--- config.mk ---
export PLATFORM = sky130hd
export DESIGN_NAME = line_interface_register_bank
export DESIGN_NICKNAME = d
export VERILOG_FILES = /design/src/design/liu_regs_pkg.sv /design/src/design/line_interface_register_bank.sv /design/src/design/serial_port.sv /design/src/design/interrupt_pin_driver.sv
export SDC_FILE = /design/constraint.sdc
export NUM_CORES = 1
export LEC_CHECK = 0
export ABC_AREA = 1
export BUFFER_PORTS_ARGS = -buffer_cell sky130_fd_sc_hd__buf_2
export CORE_MARGIN = 3
export CORE_UTILIZATION = 55
export DETAILED_ROUTE_END_ITERATION = 6
export GPL_ROUTABILITY_DRIVEN = 1
export PLACE_DENSITY = 0.75
export SLEW_MARGIN = 5
export SYNTH_ARGS = -nofsm -noshare
export SYNTH_HDL_FRONTEND = slang
export SYNTH_HIERARCHICAL = 1
export SYNTH_SLANG_ARGS = --single-unit
--- constraint.sdc ---
create_clock -name clk_sys -period 4.55 [get_ports clk_sys]
set_clock_uncertainty 0.15 [all_clocks]
set_input_delay 0.455 -clock clk_sys [delete_from_list [all_inputs] [get_ports clk_sys]]
set_output_delay 0.455 -clock clk_sys [all_outputs]
set_load 0.02 [all_outputs]
--- src/design/liu_regs_pkg.sv ---
/*
 * constants of the line interface register bank: register offsets, field positions,
 * reset values and the software reset timing.
 * assumes one system clock of 20 MHz.
 */
package liu_regs_pkg;

    // ---
    // register offsets
    // ---
    localparam logic [4:0] ADDR_SILICON_REVISION = 5'h00;
    localparam logic [4:0] ADDR_SOFT_RESET_TRIGGER = 5'h01;
    localparam logic [4:0] ADDR_GLOBAL_CONFIG = 5'h02;
    localparam logic [4:0] ADDR_LINE_IMPEDANCE_SELECT = 5'h03;
    localparam logic [4:0] ADDR_JITTER_ATTENUATOR_CONFIG = 5'h04;
    localparam logic [4:0] ADDR_TRANSMIT_CONFIG_0 = 5'h05;
    localparam logic [4:0] ADDR_TRANSMIT_CONFIG_1 = 5'h06;
    localparam logic [4:0] ADDR_TRANSMIT_PULSE_SCALING = 5'h07;
    localparam logic [4:0] ADDR_ARBITRARY_WAVEFORM_ACCESS = 5'h08;
    localparam logic [4:0] ADDR_ARBITRARY_WAVEFORM_WRITE_DATA = 5'h09;
    localparam logic [4:0] ADDR_RECEIVE_CONFIG_0 = 5'h0A;
    localparam logic [4:0] ADDR_RECEIVE_EQUALIZER_LOS_CONFIG = 5'h0B;
    localparam logic [4:0] ADDR_RECEIVE_SLICER_GAIN_CONFIG = 5'h0C;
    localparam logic [4:0] ADDR_DIAGNOSTIC_PATTERN_CONFIG = 5'h0D;
    localparam logic [4:0] ADDR_LOOPBACK_SELECT = 5'h0E;
    localparam logic [4:0] ADDR_ERROR_COUNTER_CONFIG = 5'h13;
    localparam logic [4:0] ADDR_INTERRUPT_MASK_0 = 5'h14;
    localparam logic [4:0] ADDR_INTERRUPT_MASK_1 = 5'h15;
    localparam logic [4:0] ADDR_INTERRUPT_EDGE_SELECT = 5'h16;
    localparam logic [4:0] ADDR_LINE_STATUS_0 = 5'h17;
    localparam logic [4:0] ADDR_LINE_STATUS_1 = 5'h18;
    localparam logic [4:0] ADDR_INTERRUPT_FLAGS_0 = 5'h19;
    localparam logic [4:0] ADDR_INTERRUPT_FLAGS_1 = 5'h1A;
    localparam logic [4:0] ADDR_ERROR_COUNT_LOW = 5'h1B;
    localparam logic [4:0] ADDR_ERROR_COUNT_HIGH = 5'h1C;

    // ---
    // reset values: zero, and those of the registers with a non-zero default
    // ---
    localparam logic [7:0] RESET_ZERO = 8'h00;
    localparam logic [7:0] RESET_JITTER_ATTENUATOR_CONFIG = 8'h20;
    localparam logic [7:0] RESET_TRANSMIT_CONFIG_1 = 8'h10;

    // ---
    // field positions
    // ---
    localparam int INT_DRIVE_LSB = 0;
    localparam int INT_DRIVE_MSB = 1;
    localparam int TX_POWER_DOWN_BIT = 4;
    localparam int TX_HIGH_IMPEDANCE_BIT = 4;
    localparam int REMOTE_LOOP_STATUS_BIT = 5;
    localparam int STATUS_0_WIDTH = 5;

    // ---
    // serial word layout
    // ---
    localparam logic [4:0] SERIAL_ADDR_BITS = 5'h08;
    localparam logic [4:0] SERIAL_WORD_BITS = 5'h10;
    localparam int SERIAL_RW_BIT = 0;
    localparam int SERIAL_ADDR_LSB = 1;
    localparam int SERIAL_ADDR_MSB = 5;

    // ---
    // software reset timing
    // ---
    localparam int CLK_PERIOD_NS = 50;
    localparam int SOFT_RESET_TIME_NS = 1000;
    localparam logic [4:0] SOFT_RESET_CYCLES = 5'(SOFT_RESET_TIME_NS / CLK_PERIOD_NS);

endpackage

--- src/design/line_interface_register_bank.sv ---
/*
 * register bank of the single channel line interface: control, status, interrupt
 * flag and error count registers behind the serial host port.
 * assumes status, event and counter inputs are synchronous to clk_sys.
 */
//
// Contract
// host writes reserved bits with their default values.
// read-only revision register at address zero, full eight bits.
// any write to address one resets all registers to defaults.
// reset register stores nothing; writing it only triggers reset.
// software reset also returns port status to defaults.
// after reset line drivers stay high impedance until enabled.
// interrupt drive: x0 open drain low, 01 push-pull low, 11 push-pull high.
// control, status and counter registers each at a fixed address.
// error count low byte at 1Bh, high byte at 1Ch.
// software reset completes within one microsecond.
// serial access is address/command byte then data byte.
// reading an interrupt flag register releases the interrupt output.
`timescale 1ns/1ps
module line_interface_register_bank
    import liu_regs_pkg::*;
#(
    // arbitrary revision value
    parameter logic [7:0] REVISION_CODE = 8'h5A
)
(
    // clock and reset
    input wire logic clk_sys,
    input wire logic rst,
    // serial host port
    input wire logic sclk,
    input wire logic cs_n,
    input wire logic serial_write_input,
    output logic serial_read_output,
    output logic serial_read_oe_n,
    // interrupt pin
    output logic int_out,
    output logic int_oe_n,
    // line status and events
    input wire logic [4:0] line_status_in,
    input wire logic remote_loop_status_in,
    input wire logic [7:0] event_in,
    input wire logic [15:0] error_count_in,
    // configuration to the line logic
    output logic [7:0] line_impedance_select,
    output logic [7:0] jitter_attenuator_config,
    output logic [7:0] transmit_config_0,
    output logic [7:0] transmit_config_1,
    output logic [7:0] transmit_pulse_scaling,
    output logic [7:0] arbitrary_waveform_access,
    output logic [7:0] arbitrary_waveform_write_data,
    output logic [7:0] receive_config_0,
    output logic [7:0] receive_equalizer_los_config,
    output logic [7:0] receive_slicer_gain_config,
    output logic [7:0] diagnostic_pattern_config,
    output logic [7:0] loopback_select,
    output logic [7:0] error_counter_config,
    output logic driver_hiz,
    output logic soft_reset_busy
);

    logic [4:0] addr;
    logic [7:0] wdata;
    logic wr_strobe;
    logic rd_strobe;
    logic [7:0] read_data;
    logic [7:0] next_read_data;
    logic [7:0] regs [0:31];
    logic [7:0] next_regs [0:31];
    logic [4:0] status_prev;
    logic [4:0] next_status_prev;
    logic [4:0] flags_0;
    logic [4:0] next_flags_0;
    logic [7:0] flags_1;
    logic [7:0] next_flags_1;
    logic [4:0] status_event;
    logic irq_active;
    logic next_irq_active;
    logic [4:0] reset_count;
    logic [4:0] next_reset_count;
    logic next_soft_reset_busy;
    logic next_driver_hiz;
    logic bank_rst;
    logic port_rst;

    // ---
    // helpers
    // ---
    function automatic logic is_writable(input logic [4:0] a);
        is_writable = (a >= ADDR_GLOBAL_CONFIG)
            && (a <= ADDR_INTERRUPT_EDGE_SELECT);
    endfunction

    function automatic logic [7:0] default_value(input logic [4:0] a);
        case (a)
            ADDR_JITTER_ATTENUATOR_CONFIG: default_value = RESET_JITTER_ATTENUATOR_CONFIG;
            ADDR_TRANSMIT_CONFIG_1: default_value = RESET_TRANSMIT_CONFIG_1;
            default: default_value = RESET_ZERO;
        endcase
    endfunction

    assign bank_rst = rst | soft_reset_busy;
    assign port_rst = rst | soft_reset_busy;

    // ---
    // host port and interrupt pin
    // ---
    serial_port u_serial_port (
        .clk_sys(clk_sys),
        .rst(port_rst),
        .sclk(sclk),
        .cs_n(cs_n),
        .serial_write_input(serial_write_input),
        .serial_read_output(serial_read_output),
        .serial_read_oe_n(serial_read_oe_n),
        .addr(addr),
        .wdata(wdata),
        .wr_strobe(wr_strobe),
        .rd_strobe(rd_strobe),
        .rdata(read_data)
    );

    interrupt_pin_driver u_interrupt_pin_driver (
        .clk_sys(clk_sys),
        .rst(bank_rst),
        .drive_select(regs[ADDR_GLOBAL_CONFIG][INT_DRIVE_MSB:INT_DRIVE_LSB]),
        .active(irq_active),
        .int_out(int_out),
        .int_oe_n(int_oe_n)
    );

    // ---
    // software reset sequencing
    // ---
    always_comb
    begin
        next_reset_count = reset_count;
        next_soft_reset_busy = soft_reset_busy;
        if (wr_strobe && addr == ADDR_SOFT_RESET_TRIGGER && !soft_reset_busy)
        begin
            next_reset_count = SOFT_RESET_CYCLES - 5'd1;
            next_soft_reset_busy = 1'b1;
        end
        else if (soft_reset_busy)
        begin
            if (reset_count == 5'd0)
            begin
                next_soft_reset_busy = 1'b0;
            end
            else
            begin
                next_reset_count = reset_count - 5'd1;
            end
        end
    end

    always_ff @(posedge clk_sys)
    begin
        if (rst)
        begin
            reset_count <= 5'd0;
            soft_reset_busy <= 1'b0;
        end
        else
        begin
            reset_count <= next_reset_count;
            soft_reset_busy <= next_soft_reset_busy;
        end
    end

    // ---
    // control registers
    // ---
    always_comb
    begin
        for (int i = 0; i < 32; i++)
        begin
            next_regs[i] = regs[i];
        end
        if (wr_strobe && is_writable(addr))
        begin
            next_regs[addr] = wdata;
        end
        next_driver_hiz = next_regs[ADDR_TRANSMIT_CONFIG_1][TX_HIGH_IMPEDANCE_BIT]
            | next_regs[ADDR_TRANSMIT_CONFIG_0][TX_POWER_DOWN_BIT];
    end

    always_ff @(posedge clk_sys)
    begin
        if (bank_rst)
        begin
            for (int i = 0; i < 32; i++)
            begin
                regs[i] <= default_value(5'(i));
            end
            driver_hiz <= 1'b1;
        end
        else
        begin
            for (int i = 0; i < 32; i++)
            begin
                regs[i] <= next_regs[i];
            end
            driver_hiz <= next_driver_hiz;
        end
    end

    assign line_impedance_select = regs[ADDR_LINE_IMPEDANCE_SELECT];
    assign jitter_attenuator_config = regs[ADDR_JITTER_ATTENUATOR_CONFIG];
    assign transmit_config_0 = regs[ADDR_TRANSMIT_CONFIG_0];
    assign transmit_config_1 = regs[ADDR_TRANSMIT_CONFIG_1];
    assign transmit_pulse_scaling = regs[ADDR_TRANSMIT_PULSE_SCALING];
    assign arbitrary_waveform_access = regs[ADDR_ARBITRARY_WAVEFORM_ACCESS];
    assign arbitrary_waveform_write_data = regs[ADDR_ARBITRARY_WAVEFORM_WRITE_DATA];
    assign receive_config_0 = regs[ADDR_RECEIVE_CONFIG_0];
    assign receive_equalizer_los_config = regs[ADDR_RECEIVE_EQUALIZER_LOS_CONFIG];
    assign receive_slicer_gain_config = regs[ADDR_RECEIVE_SLICER_GAIN_CONFIG];
    assign diagnostic_pattern_config = regs[ADDR_DIAGNOSTIC_PATTERN_CONFIG];
    assign loopback_select = regs[ADDR_LOOPBACK_SELECT];
    assign error_counter_config = regs[ADDR_ERROR_COUNTER_CONFIG];

    // ---
    // interrupt flags
    // ---
    always_comb
    begin
        next_status_prev = line_status_in;
        // edge select 0: rising edge only, 1: both edges
        status_event = (line_status_in & ~status_prev)
            | (regs[ADDR_INTERRUPT_EDGE_SELECT][STATUS_0_WIDTH-1:0] & ~line_status_in & status_prev);
        next_flags_0 = flags_0;
        next_flags_1 = flags_1;
        if (rd_strobe && addr == ADDR_INTERRUPT_FLAGS_0)
        begin
            next_flags_0 = 5'h00;
        end
        if (rd_strobe && addr == ADDR_INTERRUPT_FLAGS_1)
        begin
            next_flags_1 = 8'h00;
        end
        next_flags_0 = next_flags_0 | status_event;
        next_flags_1 = next_flags_1 | event_in;
        next_irq_active = |(next_flags_0 & regs[ADDR_INTERRUPT_MASK_0][STATUS_0_WIDTH-1:0])
            | |(next_flags_1 & regs[ADDR_INTERRUPT_MASK_1]);
    end

    always_ff @(posedge clk_sys)
    begin
        if (bank_rst)
        begin
            status_prev <= line_status_in;
            flags_0 <= 5'h00;
            flags_1 <= 8'h00;
            irq_active <= 1'b0;
        end
        else
        begin
            status_prev <= next_status_prev;
            flags_0 <= next_flags_0;
            flags_1 <= next_flags_1;
            irq_active <= next_irq_active;
        end
    end

    // ---
    // read decode
    // ---
    always_comb
    begin
        next_read_data = read_data;
        if (rd_strobe)
        begin
            case (addr)
                ADDR_SILICON_REVISION: next_read_data = REVISION_CODE;
                ADDR_SOFT_RESET_TRIGGER: next_read_data = RESET_ZERO;
                ADDR_LINE_STATUS_0: next_read_data = {3'b000, line_status_in};
                ADDR_LINE_STATUS_1: next_read_data = 8'(remote_loop_status_in) << REMOTE_LOOP_STATUS_BIT;
                ADDR_INTERRUPT_FLAGS_0: next_read_data = {3'b000, flags_0};
                ADDR_INTERRUPT_FLAGS_1: next_read_data = flags_1;
                ADDR_ERROR_COUNT_LOW: next_read_data = error_count_in[7:0];
                ADDR_ERROR_COUNT_HIGH: next_read_data = error_count_in[15:8];
                default:
                begin
                    next_read_data = is_writable(addr) ? regs[addr]
                        : RESET_ZERO;
                end
            endcase
        end
    end

    always_ff @(posedge clk_sys)
    begin
        if (bank_rst)
        begin
            read_data <= 8'h00;
        end
        else
        begin
            read_data <= next_read_data;
        end
    end

endmodule // line_interface_register_bank

--- src/design/serial_port.sv ---
/*
 * serial host port: 16-bit word, address/command byte then data byte, lsb first.
 * assumes sclk and cs_n are synchronous to clk_sys and far slower than it.
 */
`timescale 1ns/1ps
module serial_port
    import liu_regs_pkg::*;
(
    // clock and reset
    input wire logic clk_sys,
    input wire logic rst,
    // host pins
    input wire logic sclk,
    input wire logic cs_n,
    input wire logic serial_write_input,
    output logic serial_read_output,
    output logic serial_read_oe_n,
    // register side
    output logic [4:0] addr,
    output logic [7:0] wdata,
    output logic wr_strobe,
    output logic rd_strobe,
    input wire logic [7:0] rdata
);

    typedef enum logic [1:0] {PORT_IDLE, PORT_ADDR, PORT_DATA} port_state_t;

    port_state_t state, next_state;
    logic sclk_prev, next_sclk_prev;
    logic [4:0] count, next_count;
    logic [7:0] shift_in, next_shift_in;
    logic [7:0] shift_out, next_shift_out;
    logic is_read, next_is_read;
    logic load_pending, next_load_pending;
    logic next_serial_read_output, next_serial_read_oe_n;
    logic [4:0] next_addr;
    logic [7:0] next_wdata;
    logic next_wr_strobe, next_rd_strobe;
    logic rise, fall;

    // ---
    // word assembly
    // ---
    always_comb
    begin
        rise = sclk & ~sclk_prev;
        fall = ~sclk & sclk_prev;
        next_state = state;
        next_sclk_prev = sclk;
        next_count = count;
        next_shift_in = shift_in;
        next_shift_out = shift_out;
        next_is_read = is_read;
        next_load_pending = rd_strobe;
        next_serial_read_output = serial_read_output;
        next_serial_read_oe_n = serial_read_oe_n;
        next_addr = addr;
        next_wdata = wdata;
        next_wr_strobe = 1'b0;
        next_rd_strobe = 1'b0;
        if (load_pending)
        begin
            next_shift_out = rdata;
        end
        if (cs_n)
        begin
            next_state = PORT_IDLE;
            next_count = 5'd0;
            next_serial_read_oe_n = 1'b1;
        end
        else
        begin
            case (state)
                PORT_IDLE:
                begin
                    next_state = PORT_ADDR;
                    next_count = 5'd0;
                end
                PORT_ADDR:
                begin
                    if (rise)
                    begin
                        next_shift_in = {serial_write_input, shift_in[7:1]};
                        next_count = count + 5'd1;
                        if (count + 5'd1 == SERIAL_ADDR_BITS)
                        begin
                            next_addr = next_shift_in[SERIAL_ADDR_MSB:SERIAL_ADDR_LSB];
                            next_is_read = next_shift_in[SERIAL_RW_BIT];
                            next_rd_strobe = next_shift_in[SERIAL_RW_BIT];
                            next_state = PORT_DATA;
                        end
                    end
                end
                PORT_DATA:
                begin
                    if (fall && is_read)
                    begin
                        next_serial_read_output = shift_out[0];
                        next_serial_read_oe_n = 1'b0;
                        next_shift_out = {1'b0, shift_out[7:1]};
                    end
                    if (rise && count < SERIAL_WORD_BITS)
                    begin
                        next_shift_in = {serial_write_input, shift_in[7:1]};
                        next_count = count + 5'd1;
                        if (count + 5'd1 == SERIAL_WORD_BITS && !is_read)
                        begin
                            next_wdata = next_shift_in;
                            next_wr_strobe = 1'b1;
                        end
                    end
                end
                default:
                begin
                    next_state = PORT_IDLE;
                end
            endcase
        end
    end

    always_ff @(posedge clk_sys)
    begin
        if (rst)
        begin
            state <= PORT_IDLE;
            sclk_prev <= 1'b0;
            count <= 5'd0;
            shift_in <= 8'h00;
            shift_out <= 8'h00;
            is_read <= 1'b0;
            load_pending <= 1'b0;
            serial_read_output <= 1'b0;
            serial_read_oe_n <= 1'b1;
            addr <= 5'h00;
            wdata <= 8'h00;
            wr_strobe <= 1'b0;
            rd_strobe <= 1'b0;
        end
        else
        begin
            state <= next_state;
            sclk_prev <= next_sclk_prev;
            count <= next_count;
            shift_in <= next_shift_in;
            shift_out <= next_shift_out;
            is_read <= next_is_read;
            load_pending <= next_load_pending;
            serial_read_output <= next_serial_read_output;
            serial_read_oe_n <= next_serial_read_oe_n;
            addr <= next_addr;
            wdata <= next_wdata;
            wr_strobe <= next_wr_strobe;
            rd_strobe <= next_rd_strobe;
        end
    end

endmodule // serial_port

--- src/design/interrupt_pin_driver.sv ---
/*
 * interrupt pin driver: turns the interrupt level into the selected pin style.
 * assumes an external pull-up in open-drain style.
 */
`timescale 1ns/1ps
module interrupt_pin_driver
    import liu_regs_pkg::*;
(
    // clock and reset
    input wire logic clk_sys,
    input wire logic rst,
    // control
    input wire logic [1:0] drive_select,
    input wire logic active,
    // pin
    output logic int_out,
    output logic int_oe_n
);

    logic next_int_out, next_int_oe_n;

    // ---
    // pin style
    // ---
    always_comb
    begin
        if (!drive_select[0])
        begin
            next_int_out = 1'b0;
            next_int_oe_n = ~active;
        end
        else if (!drive_select[1])
        begin
            next_int_out = ~active;
            next_int_oe_n = 1'b0;
        end
        else
        begin
            next_int_out = active;
            next_int_oe_n = 1'b0;
        end
    end

    always_ff @(posedge clk_sys)
    begin
        if (rst)
        begin
            int_out <= 1'b0;
            int_oe_n <= 1'b1;
        end
        else
        begin
            int_out <= next_int_out;
            int_oe_n <= next_int_oe_n;
        end
    end

endmodule // interrupt_pin_driver

==> results_dict.tcl <==
set metrics [dict create \
    run_status "complete, no violations" \
    postCtsSetupBuffers 0 \
    firstDrtPassIters 5 \
    die_span_in_y_um 171 \
    grt_usage_pct 30.0 \
    tritoncts "yes" \
    fin_nets 2317 \
    floorplan.io_pins 145 \
    clock_tree_buffer_depth 3 \
    post_synth_instance_area_um2 15000 \
    cp-end-kind "flip-flop" \
    finalSetupViolations 0 \
    period_share_pct 71.0 \
    syn_to_final_growth_pct 13.3 \
    synth_warnings 6 \
    drive_above_1_share_pct 13.8 \
    final.min_clock_period_ps 3230 \
    timing_worst_setup_path_type "flip-flop to flip-flop" \
    die-area_um2 29300 \
    vdd_drop_max_uv 265 \
    placed_wire_length_estimate_after_detailed_placement_mm 30.0 \
    count_of_buffers_inserted_at_the_top_level_ports 144 \
    cap_viol_max_count 0 \
    clk_root_buffer_cell "sky130_fd_sc_hd__clkbuf_16" \
    maxClockFrequency_mhz 309 \
    via_per_inst 5.53 \
    cellPowerDensity_nw_per_um2 359 \
    post_synth.cell_area_avg_um2 6.86 \
    syn_nets 2229 \
    antenna_found_initial 1 \
    rows 59 \
    vias 14574 \
    drv_slew 0 \
    register_area_um2 6690 \
    gp_congestion 0.939 \
    worstPathRequired_ps 4770 \
    unrepaired_setup_endpoints_after_global_routing "no" \
    hold_viol 0 \
    initial_core_util_pct 56.8 \
    total_core_area_um2 26400 \
    antenna_cells 0 \
    number_of_sinks_on_the_clock_net 334 \
    grt.overflow.total 0 \
    p_total_mw 6.11 \
    crit_fanout 29 \
    hold_path_depth 2 \
    leakagePower_nw 7.44 \
    remaining_design_rule_violation_count 0 \
    number_of_buffers_created_by_cts 36 \
    portion_of_the_post_synthesis_area_used_by_sequential_elements_pct 44.6 \
    detail-route-antenna-nets 0 \
    timing.critical_path.arrival_ps 3460 \
    pre_cts_ws_ps 1400 \
    hold_path.class "primary input to flip-flop" \
    grt_pass1_vias 13467 \
    timing.critical_path.cells "inv_2 > nand2_1 > nand3_2 > nor2_4 > buf_4 > nand3_1 > o21ai_0 > a21oi_1" \
    syn-instance-count 2187 \
    cp_slowest_cell "sky130_fd_sc_hd__dfxtp_1" \
    postLayoutSetupSlackWorst_ps 1320 \
    post_drt_wl_per_cell_um 17.0 \
    clkLatencyLatePin_ps 520 \
    startpoint_type "flip-flop" \
    cts-htree-levels 2 \
    slew-limit-headroom_pct 29.5 \
    num-fill-cells 2498 \
    post-place-cells 2567 \
    grt_pass1_wl_mm 70.8 \
    finalSetupTns_ps 0 \
    yosys_register_bits 334 \
    number_of_cells_in_the_finished_layout_apart_from_fillers 2636 \
    clk_transition_reported_paths_ps 60 \
    die_w_um 171 \
    r2r_cells 8 \
    footprint_of_the_multi_input_gates_um2 7030 \
    worst-slew-pin-transition_ps 1060 \
    critical-path-max-stage-delay_ps 740 \
    synthDistinctLibCells 40 \
    finalWirelength_mm 44.9 \
    maximum_number_of_pins_on_one_net_before_global_route_repair 121 \
    detail_route.iter0.violations 1439 \
]
==> worst max-delay path, delay by kind of cell, from the launching register on <==
kind,cells,cell delay [ps]
buffers and inverters,2,810
AOI/OAI and AO/OA,2,420
DFF,1,740
and+or+nand+nor,4,940
==> layout make-up <==
| cell class | count | area share (%) |
|---|---|---|
| Multi-Input combinational cell | 1544 | 41.4 |
| Sequential cell | 334 | 39.3 |
| Clock buffer | 49 | 6.01 |
| Timing Repair Buffer | 172 | 5.55 |
| Inverter | 187 | 4.14 |
| Tap cell | 335 | 2.47 |
| Clock inverter | 15 | 1.15 |
==> timing repair <==
action / CTS / global route
gates resized for setup: 0 / 0
endpoints found under the hold margin: 5 / 0
hold buffers: 5 / 0
==> through the flow <==
| step | utilization, % | instance area (um^2) | hold WS, ps |
|---|---|---|---|
| 3_3_place_gp | 59.5 | 15700 | 266 |
| 5_1_grt | 64.3 | 17000 | 45.0 |
| 6_report | 64.3 | 17000 | 37.2 |
| 3_5_place_dp | 59.5 | 15700 | 267 |
| 4_1_cts | 64.3 | 17000 | 30.1 |
| 2_1_floorplan | - | 15000 | 258 |
==> cells by family (layout without fill, tap and decap cells) <==
group,Yosys count,count (layout),share of synthesized area [%]
adders and majority gates,7,7,0.584
and+or+nand+nor,1203,1203,34.8
AOI/OAI and AO/OA,332,332,11.2
DFF,334,334,44.6
muxes,2,2,0.142
buffers and inverters,309,423,8.72
==> Yosys cell counts <==
cell	instances	share of area, %
sky130_fd_sc_hd__clkbuf_1	63	1.6
sky130_fd_sc_hd__dfxtp_1	334	45
sky130_fd_sc_hd__a21oi_1	118	3.9
sky130_fd_sc_hd__a211oi_1	1	0.050
sky130_fd_sc_hd__nor2_1	412	10
sky130_fd_sc_hd__ha_1	7	0.58
sky130_fd_sc_hd__nand3_4	1	0.12
sky130_fd_sc_hd__clkinv_1	1	0.025
sky130_fd_sc_hd__nand2_1	542	14
sky130_fd_sc_hd__nand2_8	2	0.27
sky130_fd_sc_hd__mux2_2	1	0.075
sky130_fd_sc_hd__nand3_1	70	2.3
sky130_fd_sc_hd__or2_2	1	0.042
sky130_fd_sc_hd__mux2i_1	1	0.067
sky130_fd_sc_hd__nor2_4	13	0.98
sky130_fd_sc_hd__a221oi_1	1	0.058
sky130_fd_sc_hd__buf_1	10	0.25
sky130_fd_sc_hd__nor3_4	3	0.33
sky130_fd_sc_hd__nor3_2	32	2.1
sky130_fd_sc_hd__o21ai_0	191	6.4
sky130_fd_sc_hd__nand4_1	8	0.33
sky130_fd_sc_hd__nand3b_1	1	0.050
sky130_fd_sc_hd__buf_8	1	0.10
sky130_fd_sc_hd__buf_2	26	0.87
sky130_fd_sc_hd__buf_4	16	0.80
sky130_fd_sc_hd__buf_6	6	0.45
sky130_fd_sc_hd__a21boi_2	1	0.075
sky130_fd_sc_hd__nor3b_1	2	0.10
sky130_fd_sc_hd__nor4_1	2	0.083
sky130_fd_sc_hd__o211ai_1	1	0.050
sky130_fd_sc_hd__nand2_4	2	0.15
sky130_fd_sc_hd__inv_1	175	4.4
sky130_fd_sc_hd__inv_2	11	0.28
sky130_fd_sc_hd__o21ai_1	17	0.57
sky130_fd_sc_hd__o31ai_1	1	0.050
sky130_fd_sc_hd__a21boi_0	1	0.050
sky130_fd_sc_hd__nor3_1	91	3.0
sky130_fd_sc_hd__nor2_2	7	0.29
sky130_fd_sc_hd__nand3_2	4	0.27
sky130_fd_sc_hd__nand2_2	10	0.42
==> layout by cell type, fill, tap and decap left out, drive strengths merged <==
master | synthesis | routed
mux2i | 1 | 1
dfxtp | 334 | 334
ha | 7 | 7
dlygate4sd3 | 0 | 5
o211ai | 1 | 1
clkinvlp | 0 | 5
mux2 | 1 | 1
nor3 | 126 | 126
clkinv | 1 | 6
nand3b | 1 | 1
buf | 59 | 167
a211oi | 1 | 1
nand4 | 8 | 8
a21boi | 2 | 2
o21ai | 208 | 208
nor4 | 2 | 2
a221oi | 1 | 1
nor3b | 2 | 2
a21oi | 118 | 118
clkbuf | 63 | 49
nor2 | 432 | 432
bufinv | 0 | 4
inv | 186 | 187
nand3 | 75 | 75
nand2 | 556 | 556
o31ai | 1 | 1
or2 | 1 | 1
==> per-layer routing <==
metal,vias up,wire [um],track usage [%]
met4,2,1890,12.5
met3,145,3780,5.19
met2,648,20700,49.5
met1,6692,18500,39.2
li1,7087,-,-
met5,-,16,0
==> worst paths after layout <==
kind	from	end	slack (ps)
setup / recovery	u_serial_port/addr[1]	flip-flop	1320
hold / removal	rst	soft_reset_busy	40
setup reg to reg	u_serial_port/addr[1]	flip-flop	1320
hold reg to reg	flip-flop	flip-flop	280
==> power by group <==
group	internal (mW)	switching, mW
combinational	0.0451	0.0967
sequential	2.94	0.0116
clock	1.81	1.21
(Power assumes the default switching activity.)
